===== config.mk =====
export PLATFORM = sky130hd
export DESIGN_NAME = adcc_top
export DESIGN_NICKNAME = d
export VERILOG_FILES = /design/src/logic/adcc_pkg.sv /design/src/logic/adcc_top.sv
export SDC_FILE = /design/constraint.sdc
export NUM_CORES = 1
export LEC_CHECK = 0
export BUFFER_PORTS_ARGS = -buffer_cell sky130_fd_sc_hd__buf_2
export CAP_MARGIN = 20
export CORE_MARGIN = 2
export CORE_UTILIZATION = 56
export DETAILED_ROUTE_END_ITERATION = 8
export PLACE_DENSITY_LB_ADDON = 0.08
export RECOVER_POWER = 50
export SETUP_SLACK_MARGIN = 0.3
export SLEW_MARGIN = 20
export SYNTH_ARGS = -nofsm -noshare
export SYNTH_HDL_FRONTEND = slang
export SYNTH_SLANG_ARGS = --single-unit

===== constraint.sdc =====
create_clock -name aclk -period 5.5 [get_ports aclk]
set_input_delay 0.825 -clock aclk [delete_from_list [all_inputs] [get_ports aclk]]
set_output_delay 0.825 -clock aclk [all_outputs]
set_load 0.02 [all_outputs]

===== src/logic/adcc_pkg.sv =====
// Package: register map, field layout, states and carriers of the converter control
package adcc_pkg;

    // Register byte addresses
    localparam logic [7:0] ADDR_SC1 = 8'h00;
    localparam logic [7:0] ADDR_SC2 = 8'h04;
    localparam logic [7:0] ADDR_RES_HIGH = 8'h08;
    localparam logic [7:0] ADDR_RES_LOW = 8'h0c;
    localparam logic [7:0] ADDR_CMP_HIGH = 8'h10;
    localparam logic [7:0] ADDR_CMP_LOW = 8'h14;
    localparam logic [7:0] ADDR_IRQ_STATUS = 8'h18;
    localparam logic [7:0] ADDR_IRQ_MASK = 8'h1c;

    // First status/control register fields
    localparam int SC1_CONVERSION_COMPLETE_FLAG_BIT = 7;
    localparam int SC1_COMPLETE_IRQ_ENABLE_BIT = 6;
    localparam int SC1_CONT_BIT = 5;
    localparam int SC1_CHAN_MSB = 4;

    // Second status/control register fields
    localparam int SC2_ACTIVE_BIT = 7;
    localparam int SC2_TRG_BIT = 6;
    localparam int SC2_CMPEN_BIT = 5;
    localparam int SC2_CMPGT_BIT = 4;

    // Channel codes
    localparam logic [4:0] CHAN_LAST_INPUT = 5'h1b;
    localparam logic [4:0] CHAN_RESERVED = 5'h1c;
    localparam logic [4:0] CHAN_HIGH_REF = 5'h1d;
    localparam logic [4:0] CHAN_LOW_REF = 5'h1e;
    localparam logic [4:0] CHAN_DISABLED = 5'h1f;
    localparam logic [4:0] CHAN_RESET = 5'h1f;

    // Widths and reset values
    localparam int RES_W = 10;
    localparam int NUM_INPUTS = 28;
    localparam int IRQ_W = 2;
    localparam int IRQ_EV_COMPLETE = 0;
    localparam int IRQ_EV_ABORT = 1;
    localparam logic [RES_W-1:0] RESULT_RESET = 10'h000;
    localparam logic [RES_W-1:0] CMP_RESET = 10'h000;
    localparam logic [IRQ_W-1:0] IRQ_MASK_RESET = 2'h0;

    // Bus responses
    localparam logic [1:0] RESP_OKAY = 2'h0;
    localparam logic [1:0] RESP_SLVERR = 2'h2;

    typedef enum logic [1:0] {
        ST_IDLE = 2'b01,
        ST_CONV = 2'b10
    } adcc_state_t;

    // Analog input routing
    typedef struct packed {
        logic [NUM_INPUTS-1:0] inputs;
        logic high_ref;
        logic low_ref;
        logic isolate;
    } adcc_route_t;

    // Commands to the analog converter core
    typedef struct packed {
        logic start;
        logic abort;
        logic power_en;
        logic [4:0] channel;
    } adcc_conv_ctl_t;

    // Answer from the analog converter core
    typedef struct packed {
        logic done;
        logic [RES_W-1:0] data;
    } adcc_conv_res_t;

    // Whole state of the control block
    typedef struct packed {
        adcc_state_t st;
        logic aw_got;
        logic [7:0] aw_addr;
        logic w_got;
        logic [7:0] w_data;
        logic w_lane0;
        logic bvalid;
        logic [1:0] bresp;
        logic rvalid;
        logic [7:0] rdata;
        logic [1:0] rresp;
        logic conversion_complete_flag;
        logic complete_irq_enable;
        logic cont;
        logic [4:0] chan;
        logic trg;
        logic cmp_en;
        logic cmp_gt;
        logic [RES_W-1:0] result;
        logic [RES_W-1:0] cmp_val;
        logic [IRQ_W-1:0] irq_stat;
        logic [IRQ_W-1:0] irq_mask;
        logic trig_s1;
        logic trig_s2;
        logic trig_s3;
        logic start;
        logic abort;
        logic conv_irq;
        logic irq;
        adcc_route_t route;
    } adcc_regs_t;

endpackage


===== src/logic/adcc_top.sv =====
// Conversion control, status, interrupt and register slave of the analog converter
`timescale 1ns/100ps

module adcc_top (
    input wire logic aclk, // Clock, 25 MHz
    input wire logic aresetn, // Synchronous reset, active low
    input wire logic [7:0] awaddr, // Write address
    input wire logic awvalid, // Write address valid
    output logic awready, // Write address ready
    input wire logic [31:0] wdata, // Write data
    input wire logic [3:0] wstrb, // Write byte strobes
    input wire logic wvalid, // Write data valid
    output logic wready, // Write data ready
    output logic [1:0] bresp, // Write response
    output logic bvalid, // Write response valid
    input wire logic bready, // Write response ready
    input wire logic [7:0] araddr, // Read address
    input wire logic arvalid, // Read address valid
    output logic arready, // Read address ready
    output logic [31:0] rdata, // Read data
    output logic [1:0] rresp, // Read response
    output logic rvalid, // Read data valid
    input wire logic rready, // Read data ready
    input wire logic hardware_trigger_input, // Hardware start trigger pin
    input adcc_pkg::adcc_conv_res_t conv_res, // Answer of the converter core
    output adcc_pkg::adcc_conv_ctl_t conv_ctl, // Commands to the converter core
    output adcc_pkg::adcc_route_t route, // Analog input routing
    output logic conv_irq, // Conversion complete interrupt request
    output logic irq // Masked event interrupt
);

    adcc_pkg::adcc_regs_t q;
    adcc_pkg::adcc_regs_t d;

    logic hw_edge;
    logic wr_fire;
    logic rd_fire;
    logic sc1_wr;
    logic conv_done;
    logic cmp_true;
    logic accept;
    logic conversion_complete_flag_set;
    logic conversion_complete_flag_clr;
    logic abort_ev;
    logic hw_start;
    logic [4:0] new_chan;
    logic [adcc_pkg::IRQ_W-1:0] irq_w1c;
    logic [adcc_pkg::IRQ_W-1:0] irq_ev;

    // Channel decode into input routing
    function automatic adcc_pkg::adcc_route_t decode_chan(input logic [4:0] ch);
        adcc_pkg::adcc_route_t r;
        r = '0;
        if (ch <= adcc_pkg::CHAN_LAST_INPUT) begin
            r.inputs[ch] = 1'b1;
        end else if (ch == adcc_pkg::CHAN_HIGH_REF) begin
            r.high_ref = 1'b1;
        end else if (ch == adcc_pkg::CHAN_LOW_REF) begin
            r.low_ref = 1'b1;
        end else begin
            r.isolate = 1'b1;
        end
        return r;
    endfunction

    assign awready = ~q.aw_got;
    assign wready = ~q.w_got;
    assign arready = ~q.rvalid;
    assign bvalid = q.bvalid;
    assign bresp = q.bresp;
    assign rvalid = q.rvalid;
    assign rresp = q.rresp;
    assign rdata = {24'h000000, q.rdata};
    assign conv_ctl.start = q.start;
    assign conv_ctl.abort = q.abort;
    assign conv_ctl.power_en = (q.st == adcc_pkg::ST_CONV);
    assign conv_ctl.channel = q.chan;
    assign route = q.route;
    assign conv_irq = q.conv_irq;
    assign irq = q.irq;

    always_comb begin
        d = q;
        hw_edge = 1'b0;
        wr_fire = 1'b0;
        rd_fire = 1'b0;
        sc1_wr = 1'b0;
        conv_done = 1'b0;
        cmp_true = 1'b0;
        accept = 1'b0;
        conversion_complete_flag_set = 1'b0;
        conversion_complete_flag_clr = 1'b0;
        abort_ev = 1'b0;
        hw_start = 1'b0;
        new_chan = q.chan;
        irq_w1c = '0;
        irq_ev = '0;
        d.start = 1'b0;
        d.abort = 1'b0;

        // Trigger pin synchroniser and rising edge
        d.trig_s1 = hardware_trigger_input;
        d.trig_s2 = q.trig_s1;
        d.trig_s3 = q.trig_s2;
        hw_edge = q.trig_s2 & ~q.trig_s3;

        // Write address and data taken in either order
        if (awvalid && ~q.aw_got) begin
            d.aw_got = 1'b1;
            d.aw_addr = awaddr;
        end
        if (wvalid && ~q.w_got) begin
            d.w_got = 1'b1;
            d.w_data = wdata[7:0];
            d.w_lane0 = wstrb[0];
        end
        if (q.bvalid && bready) begin
            d.bvalid = 1'b0;
        end
        wr_fire = q.aw_got & q.w_got & ~q.bvalid;

        // Conversion end and compare
        conv_done = (q.st == adcc_pkg::ST_CONV) && conv_res.done;
        if (q.cmp_gt) begin
            cmp_true = (conv_res.data >= q.cmp_val);
        end else begin
            cmp_true = (conv_res.data < q.cmp_val);
        end
        accept = conv_done & (~q.cmp_en | cmp_true);
        conversion_complete_flag_set = accept;
        if (accept) begin
            d.result = conv_res.data;
        end
        if (conv_done) begin
            if (q.cont && q.chan != adcc_pkg::CHAN_DISABLED) begin
                d.start = 1'b1;
            end else begin
                d.st = adcc_pkg::ST_IDLE;
            end
        end

        // hardware start only on trigger edge
        hw_start = q.trg & hw_edge & (q.st == adcc_pkg::ST_IDLE)
            & (q.chan != adcc_pkg::CHAN_DISABLED);
        if (hw_start) begin
            d.st = adcc_pkg::ST_CONV;
            d.start = 1'b1;
        end

        // Register writes
        if (wr_fire) begin
            d.aw_got = 1'b0;
            d.w_got = 1'b0;
            d.bvalid = 1'b1;
            d.bresp = adcc_pkg::RESP_OKAY;
            case (q.aw_addr)
                adcc_pkg::ADDR_SC1: sc1_wr = q.w_lane0;
                adcc_pkg::ADDR_SC2: begin
                    if (q.w_lane0) begin
                        d.trg = q.w_data[adcc_pkg::SC2_TRG_BIT];
                        d.cmp_en = q.w_data[adcc_pkg::SC2_CMPEN_BIT];
                        d.cmp_gt = q.w_data[adcc_pkg::SC2_CMPGT_BIT];
                    end
                end
                adcc_pkg::ADDR_RES_HIGH: ;
                adcc_pkg::ADDR_RES_LOW: ;
                adcc_pkg::ADDR_CMP_HIGH: begin
                    if (q.w_lane0) begin
                        d.cmp_val[adcc_pkg::RES_W-1:8] = q.w_data[1:0];
                    end
                end
                adcc_pkg::ADDR_CMP_LOW: begin
                    if (q.w_lane0) begin
                        d.cmp_val[7:0] = q.w_data;
                    end
                end
                adcc_pkg::ADDR_IRQ_STATUS: begin
                    if (q.w_lane0) begin
                        irq_w1c = q.w_data[adcc_pkg::IRQ_W-1:0];
                    end
                end
                adcc_pkg::ADDR_IRQ_MASK: begin
                    if (q.w_lane0) begin
                        d.irq_mask = q.w_data[adcc_pkg::IRQ_W-1:0];
                    end
                end
                default: d.bresp = adcc_pkg::RESP_SLVERR;
            endcase
        end

        if (sc1_wr) begin
            new_chan = q.w_data[adcc_pkg::SC1_CHAN_MSB:0];
            d.complete_irq_enable = q.w_data[adcc_pkg::SC1_COMPLETE_IRQ_ENABLE_BIT];
            d.cont = q.w_data[adcc_pkg::SC1_CONT_BIT];
            d.chan = new_chan;
            conversion_complete_flag_clr = 1'b1;
            if (q.st == adcc_pkg::ST_CONV && !conv_done) begin
                d.abort = 1'b1;
                abort_ev = 1'b1;
            end
            d.st = adcc_pkg::ST_IDLE;
            d.start = 1'b0;
            if (new_chan != adcc_pkg::CHAN_DISABLED && !q.trg) begin
                d.st = adcc_pkg::ST_CONV;
                d.start = 1'b1;
            end
            if (new_chan == adcc_pkg::CHAN_DISABLED) begin
                d.start = 1'b0;
            end
        end
        d.route = decode_chan(d.chan);

        // Register reads
        if (q.rvalid && rready) begin
            d.rvalid = 1'b0;
        end
        rd_fire = arvalid & ~q.rvalid;
        if (rd_fire) begin
            d.rvalid = 1'b1;
            d.rresp = adcc_pkg::RESP_OKAY;
            d.rdata = 8'h00;
            case (araddr)
                adcc_pkg::ADDR_SC1: d.rdata = {q.conversion_complete_flag, q.complete_irq_enable, q.cont, q.chan};
                adcc_pkg::ADDR_SC2: d.rdata = {q.st == adcc_pkg::ST_CONV, q.trg,
                    q.cmp_en, q.cmp_gt, 4'h0};
                adcc_pkg::ADDR_RES_HIGH: d.rdata = {6'h00, q.result[adcc_pkg::RES_W-1:8]};
                adcc_pkg::ADDR_RES_LOW: begin
                    d.rdata = q.result[7:0];
                    conversion_complete_flag_clr = 1'b1;
                end
                adcc_pkg::ADDR_CMP_HIGH: d.rdata = {6'h00, q.cmp_val[adcc_pkg::RES_W-1:8]};
                adcc_pkg::ADDR_CMP_LOW: d.rdata = q.cmp_val[7:0];
                adcc_pkg::ADDR_IRQ_STATUS: d.rdata = {6'h00, q.irq_stat};
                adcc_pkg::ADDR_IRQ_MASK: d.rdata = {6'h00, q.irq_mask};
                default: d.rresp = adcc_pkg::RESP_SLVERR;
            endcase
        end

        // Completion flag, set wins over clear
        d.conversion_complete_flag = (q.conversion_complete_flag & ~conversion_complete_flag_clr) | conversion_complete_flag_set;
        d.conv_irq = d.conversion_complete_flag & d.complete_irq_enable;

        // Sticky event bits, write one to clear
        irq_ev[adcc_pkg::IRQ_EV_COMPLETE] = conversion_complete_flag_set;
        irq_ev[adcc_pkg::IRQ_EV_ABORT] = abort_ev;
        d.irq_stat = (q.irq_stat & ~irq_w1c) | irq_ev;
        d.irq = |(d.irq_stat & d.irq_mask);

        if (!aresetn) begin
            d = '0;
            d.st = adcc_pkg::ST_IDLE;
            d.chan = adcc_pkg::CHAN_RESET;
            d.route = decode_chan(adcc_pkg::CHAN_RESET);
            d.result = adcc_pkg::RESULT_RESET;
            d.cmp_val = adcc_pkg::CMP_RESET;
            d.irq_mask = adcc_pkg::IRQ_MASK_RESET;
        end
    end

    always_ff @(posedge aclk) begin
        q <= d;
    end

endmodule // adcc_top


==> results of run 1 <==
-- worst register-to-register path: cells and delay by family (launching register included) --
family	cells	cell delay, ns
flops	1	0.34
compound gates	1	0.17
mux	1	0.77
simple gates	3	1.53
-- registers in the layout, indices dropped and copies added, names as in the netlist --
| register | cells |
|---|---|
| conv_irq | 1 |
| rvalid | 1 |
| rresp | 1 |
| bvalid | 1 |
| irq | 1 |
| q | 54 |
| route | 31 |
| bresp | 1 |
| conv_ctl | 7 |
| rdata | 8 |
-- routing by layer --
metal	track usage [%]	share of wire (%)	up-vias	wire, um
met5	0	0	-	0
met4	5.796	0.91	0	98
met1	30.10	46	1796	4936
met2	35.34	47	123	5134
li1	-	-	1939	-
met3	3.654	5.9	10	643
-- cells in the final DEF (no fill, tap or decap), types with 3 or more instances in the layout --
cell,n
ha_1,10
mux2_2,4
a222oi_1,3
dfxtp_1,106
clkbuf_1,57
clkinv_4,5
conb_1,26
nand2_1,66
nand2b_1,6
clkbuf_8,9
a21oi_1,25
a31oi_2,3
buf_2,43
nand3_1,4
o21ai_0,9
nor2_1,37
a22oi_1,5
nor2b_1,6
and4_1,3
inv_1,23
or2_2,5
nor3_4,3
mux2i_1,30
nor3_1,38
a31oi_1,5
o21a_1,7
a311oi_1,3
and3_1,6
o211ai_1,6
nor4_2,4
a211oi_1,8
or3_1,3
o21ai_2,3
-- final cells by class --
class	count	area share, %
inverter	24	1.703
clock buffer	9	2.341
clock inverter	7	1.206
multi-input combinational	362	43.84
tap	108	2.554
sequential	106	40.10
timing repair buffer	101	8.253
-- where the power goes --
group          leakage, uW  internal [uW]  switching, uW  total, uW
Sequential        0.000860            783           16.6        799
Combinational      0.00107           43.3           94.3        138
Clock            0.0000959            173            276        449
-- worst max-delay path by stage --
| stage | endpoint | slack, ns | startpoint |
|---|---|---|---|
| finish | conv_irq | 1.92 | aresetn |
| global route | conv_irq | 1.59 | aresetn |
| floorplan | q[55] | 3.04 | conv_res[7] |
| global placement | route[0] | 2.60 | q[97] |
| detailed placement | route[0] | 2.58 | q[97] |
| CTS | route[0] | 2.58 | q[97] |
-- stage by stage --
stage	hold WS [ns]	cell area, um2	total power (uW)
floorplan	0.4119	5226	935.9
finish	0.4573	5291	1386
detailed placement	0.4339	5177	956.5
global placement	0.4217	5177	952.0
CTS	0.4579	5365	1404
global route	0.4924	5291	1449
-- kinds of logic (layout without fill, tap and decap cells) --
family	Yosys count	count (layout)	synth area share [%]
simple gates	200	200	20.92
buf+inv	126	141	15.28
flops	106	106	41.35
compound gates	88	88	11.78
mux	38	38	8.167
fa+ha+maj	10	10	2.438
other cells	1	26	0.07306
==> impl_metrics.tcl, run 1 <==
set metrics [dict create \
    critPathKind "in -> reg" \
    crit_top_cell "clkbuf_1" \
    drcViolationCount 0 \
    setup_viol 0 \
    maxCapViolCount 2 \
    nets 685 \
    yosys_register_bits 106 \
    slew_headroom_pct -35.02 \
    coreArea_um2 8806 \
    p_per_area_nw_per_um2 261.9 \
    crit_fanout 46 \
    synthTopCellsByCount "106 x dfxtp_1, 77 x buf_4, 66 x nand2_1, 38 x nor3_1, 37 x nor2_1" \
    num_io_pins 153 \
    synth_edf_count 0 \
    multi_input_area_um2 2320 \
    violations "max-capacitance violations, max-slew violations" \
    vdd_ir_drop_max_mv 0.1430 \
    dr.pass1.iters 5 \
    worstPathCellList "clkbuf_1 > clkinv_1 > clkbuf_1 > a21oi_1 > o21a_1" \
    clk_pin_slew_ns 0.10 \
    critPathArrivalTime_ns 3.90 \
    worstSkewPairLatency_ns 0.37 \
    final_cell_count_no_fill 717 \
    cts_buffers 9 \
    seqCellArea_um2 2122 \
    final_util_pct 60.09 \
    wl_per_cell_um 15.08 \
    worst_slew_pin_slew_ns 2.025 \
    status "finished, violations left" \
    r2r_slack_ns 2.50 \
    cts_setup_buffers 0 \
    antennaDiodeCount 0 \
    post-route-period-util_pct 65.04 \
    yosysWarnings 0 \
    slowest_delay_ns 1.42 \
    htree_levels 3 \
    grt_pass1_vias 3507 \
    rr_worst_depth 5 \
    drt_iter0_drc 164 \
    reg2reg_from "q[97]" \
    worstSetupEndpointType "register" \
    antenna_found_initial 0 \
    synth_most_common_cell "dfxtp_1" \
    synth_area_per_cell_um2 9.020 \
    place_congestion 0.7963 \
    postCtsResizedCells 0 \
    overflow 0 \
    routed_wl_um 10810 \
    clockBufferDepth 2 \
    cp_slowest_cell "clkbuf_1" \
    hold_viol_final 0 \
    die_w_um 99.74 \
    syn_to_final_growth_pct 3.096 \
    hp-start "q[37]" \
    vias_per_cell 5.395 \
    worstSetupStartpointType "primary input" \
    synth_area_um2 5132 \
    antenna_left 0 \
    worstHoldPathCells 1 \
    yosys.area.top_type "dfxtp_1" \
    synth_area_leaders "dfxtp_1 41%, buf_4 11%, mux2i_1 5.9%" \
    die_y_um 99.74 \
    start_util_pct 58.28 \
    required_ns 5.82 \
    crit_family "buffers and inverters" \
    num_rows 34 \
    holdPathEnd "q[36]" \
    crit_cells 5 \
    rsz0062_at_grt "no" \
    grt_pass1_wl_um 17220 \
    hold_path.class "reg -> reg" \
    grt_usage_pct 21.73 \
    setup_slack_ns 1.923 \
    r2r_end "route[0]" \
    routed-via-count 3868 \
    netlist-cell-type-count 60 \
    fmax_mhz 279.5 \
    port-buffer-count 99 \
    p_leak_uw 0.002027 \
    dp_slack_ns 2.580 \
    fin_tns_setup_ns 0 \
    seq_area_frac_synth_pct 41.35 \
    final_max_slew_viol_count 92 \
    cts_hold_buf 0 \
    clock_skew_ns 0.008352 \
    tritoncts "yes" \
    post-route-min-period_ns 3.577 \
    place_hpwl_um 8006 \
    fill_cells 847 \
    root_buffer "clkbuf_8" \
    fp.dieArea_um2 9947 \
    clkSinkCount 106 \
    timing.critical_path.buf_inv 3 \
    async_reset_ff_share_pct 0 \
    drive_gt1_share_pct 15.76 \
    grt_max_degree 47 \
    synth_cells 569 \
    numPlacedInstances 701 \
    yosys_most_used_dff "dfxtp_1" \
    post-synth-top-area-fraction_pct 41.35 \
]
(Power assumes the default switching activity.)
==> inputs of run 2 (changes only) <==
--- a/config.mk
+++ b/config.mk
@@ -8,7 +8,7 @@
 export BUFFER_PORTS_ARGS = -buffer_cell sky130_fd_sc_hd__buf_2
 export CAP_MARGIN = 20
 export CORE_MARGIN = 2
-export CORE_UTILIZATION = 56
+export CORE_UTILIZATION = 52
 export DETAILED_ROUTE_END_ITERATION = 8
 export PLACE_DENSITY_LB_ADDON = 0.08
 export RECOVER_POWER = 50
==> constraint.sdc (replaced) <==
create_clock -name aclk -period 3.75 [get_ports aclk]
set_input_delay 0.5625 -clock aclk [delete_from_list [all_inputs] [get_ports aclk]]
set_output_delay 0.5625 -clock aclk [all_outputs]
set_load 0.02 [all_outputs]
==> run 2 against run 1 <==
Against the previous run: the flow still finishes with violations (max-capacitance violations, max-slew violations); setup slack got worse by 0.62 ns; final area rose by 1.8%; final cell count up 4.0%; clock-buffer cell count unchanged; clock power up 70%; routed wire length increased by 2.1%; non-clock buffer count grew 4.
==> impl_metrics.tcl, run 2 (synthesis gave the netlist of run 1 again) <==
set metrics [dict create \
    max_flop_register "q" \
    port-buffer-count 99 \
    clockBufferDepth 2 \
    setup_slack_ns 1.301 \
    clock_skew_ns 0.01048 \
    antenna_found_initial 0 \
    required_ns 4.05 \
    num_rows 36 \
    clk_pin_slew_ns 0.11 \
    worstSetupStartpointType "register" \
    place_congestion 0.8535 \
    holdWs_ns 0.3504 \
    place_hpwl_um 8046 \
    layout_commonest_cell "dfxtp_1" \
    vdd_ir_drop_max_mv 0.1855 \
    rr_worst_depth 7 \
    critPathArrivalTime_ns 2.75 \
    slew_headroom_pct -25.91 \
    antennaDiodeCount 0 \
    antenna_left 0 \
    holdPathEnd "rvalid" \
    worst_slew_pin_slew_ns 1.889 \
    vias_per_cell 5.109 \
    post-route-min-period_ns 2.449 \
    fin_tns_setup_ns 0 \
    fp.dieArea_um2 10680 \
    overflow 0 \
    cts_hold_buf 0 \
    final_util_pct 55.61 \
    p_clk_share_pct 35.7 \
    p_comb_share_pct 9.5 \
    coreArea_um2 9684 \
    post-route-period-util_pct 65.32 \
    switching_share_pct 27.97 \
    dp_slack_ns 1.097 \
    reg2reg_from "q[49]" \
    wl_per_cell_um 14.80 \
    setup_viol 0 \
    num_io_pins 153 \
    p_per_area_nw_per_um2 397.3 \
    fmax_mhz 408.3 \
    r2r_end "q[56]" \
    mostFrequentLayoutCells "106 x dfxtp_1, 66 x nand2_1, 56 x clkbuf_1" \
    p_sw_uw 598.3 \
    cts_buffers 9 \
    violations "max-capacitance violations, max-slew violations" \
    drive_gt1_share_pct 16.48 \
    grt_pass1_wl_um 17320 \
    drt_iter0_drc 164 \
    postCtsResizedCells 0 \
    largest_reg_flops 54 \
    status "finished, violations left" \
    maxCapViolCount 1 \
    cts_setup_buffers 0 \
    hold_viol_final 0 \
    rsz0062_at_grt "no" \
    drcViolationCount 0 \
    grt_pass1_vias 3430 \
    intPower_uw 1541 \
    clkSinkCount 106 \
    start_util_pct 53.00 \
    tritoncts "yes" \
    critPathKind "reg -> reg" \
    die_w_um 103.4 \
    final_cell_count_no_fill 746 \
    hp-start "rready" \
    hold_path.class "in -> reg" \
    die_y_um 103.4 \
    crit_fanout 13 \
    worstSkewPairLatency_ns 0.38 \
    routed-via-count 3811 \
    final_max_slew_viol_count 45 \
    numPlacedInstances 730 \
    syn_to_final_growth_pct 4.924 \
    root_buffer "clkbuf_8" \
    p_leak_uw 0.002059 \
    worstSetupEndpointType "register" \
    htree_levels 3 \
    grt_usage_pct 21.31 \
    worstHoldPathCells 2 \
    grt_max_degree 46 \
    routed_wl_um 11040 \
    pwr-share-seq_pct 54.8 \
    r2r_slack_ns 1.30 \
    nets 689 \
    fill_cells 931 \
    dr.pass1.iters 4 \
]
-- run 2: how the worst max path moves through the flow --
stage / start / end / slack (ns)
final: q[49] / q[56] / 1.30
after floorplan: conv_res[7] / q[55] / 1.55
after global routing: q[49] / q[56] / 1.10
after CTS: q[49] / q[56] / 1.28
after global placement: conv_res[7] / q[56] / 1.18
after detailed placement: conv_res[7] / q[56] / 1.10
-- run 2: worst max-delay path: stages (launching register included) --
cell and delay (ns):
dfxtp_1 0.40, inv_1 0.08, ha_1 0.30, a211oi_1 0.24, o21bai_1 0.13, a211oi_1 0.30, o211a_1 0.67, mux2i_1 0.26
-- run 2: final cells by class --
type | count | area (um2) | area share (%)
inverter | 24 | 90.09 | 1.673
multi-input combinational | 362 | 2320 | 43.08
sequential | 106 | 2122 | 39.41
clock inverter | 7 | 95.09 | 1.766
timing repair buffer | 105 | 467.9 | 8.690
tap | 133 | 166.4 | 3.090
clock buffer | 9 | 123.9 | 2.300
-- run 2: per-stage QoR --
| stage | power [uW] | area [um2] |
|---|---|---|
| final | 2139 | 5385 |
| after global placement | 1400 | 5239 |
| after detailed placement | 1406 | 5239 |
| after global routing | 2229 | 5385 |
| after floorplan | 1373 | 5226 |
| after CTS | 2156 | 5458 |
-- run 2: metal layers --
metal	wire, um	share of wire, %	global-route usage, %	up-vias
met2	4935	45	32.70	116
met1	5253	48	29.64	1739
met3	645	5.8	4.167	16
met5	0	0	0	-
li1	-	-	-	1940
met4	209	1.9	8.300	0
-- run 2: power groups by stage --
stage | sequential (uW) | clock (uW) | combinational [uW]
2_1_floorplan | 1190 | 0 | 185
3_3_place_gp | 1200 | 0 | 204
3_5_place_dp | 1200 | 0 | 208
4_1_cts | 1170 | 776 | 208
5_1_grt | 1180 | 824 | 228
6_report | 1170 | 764 | 204
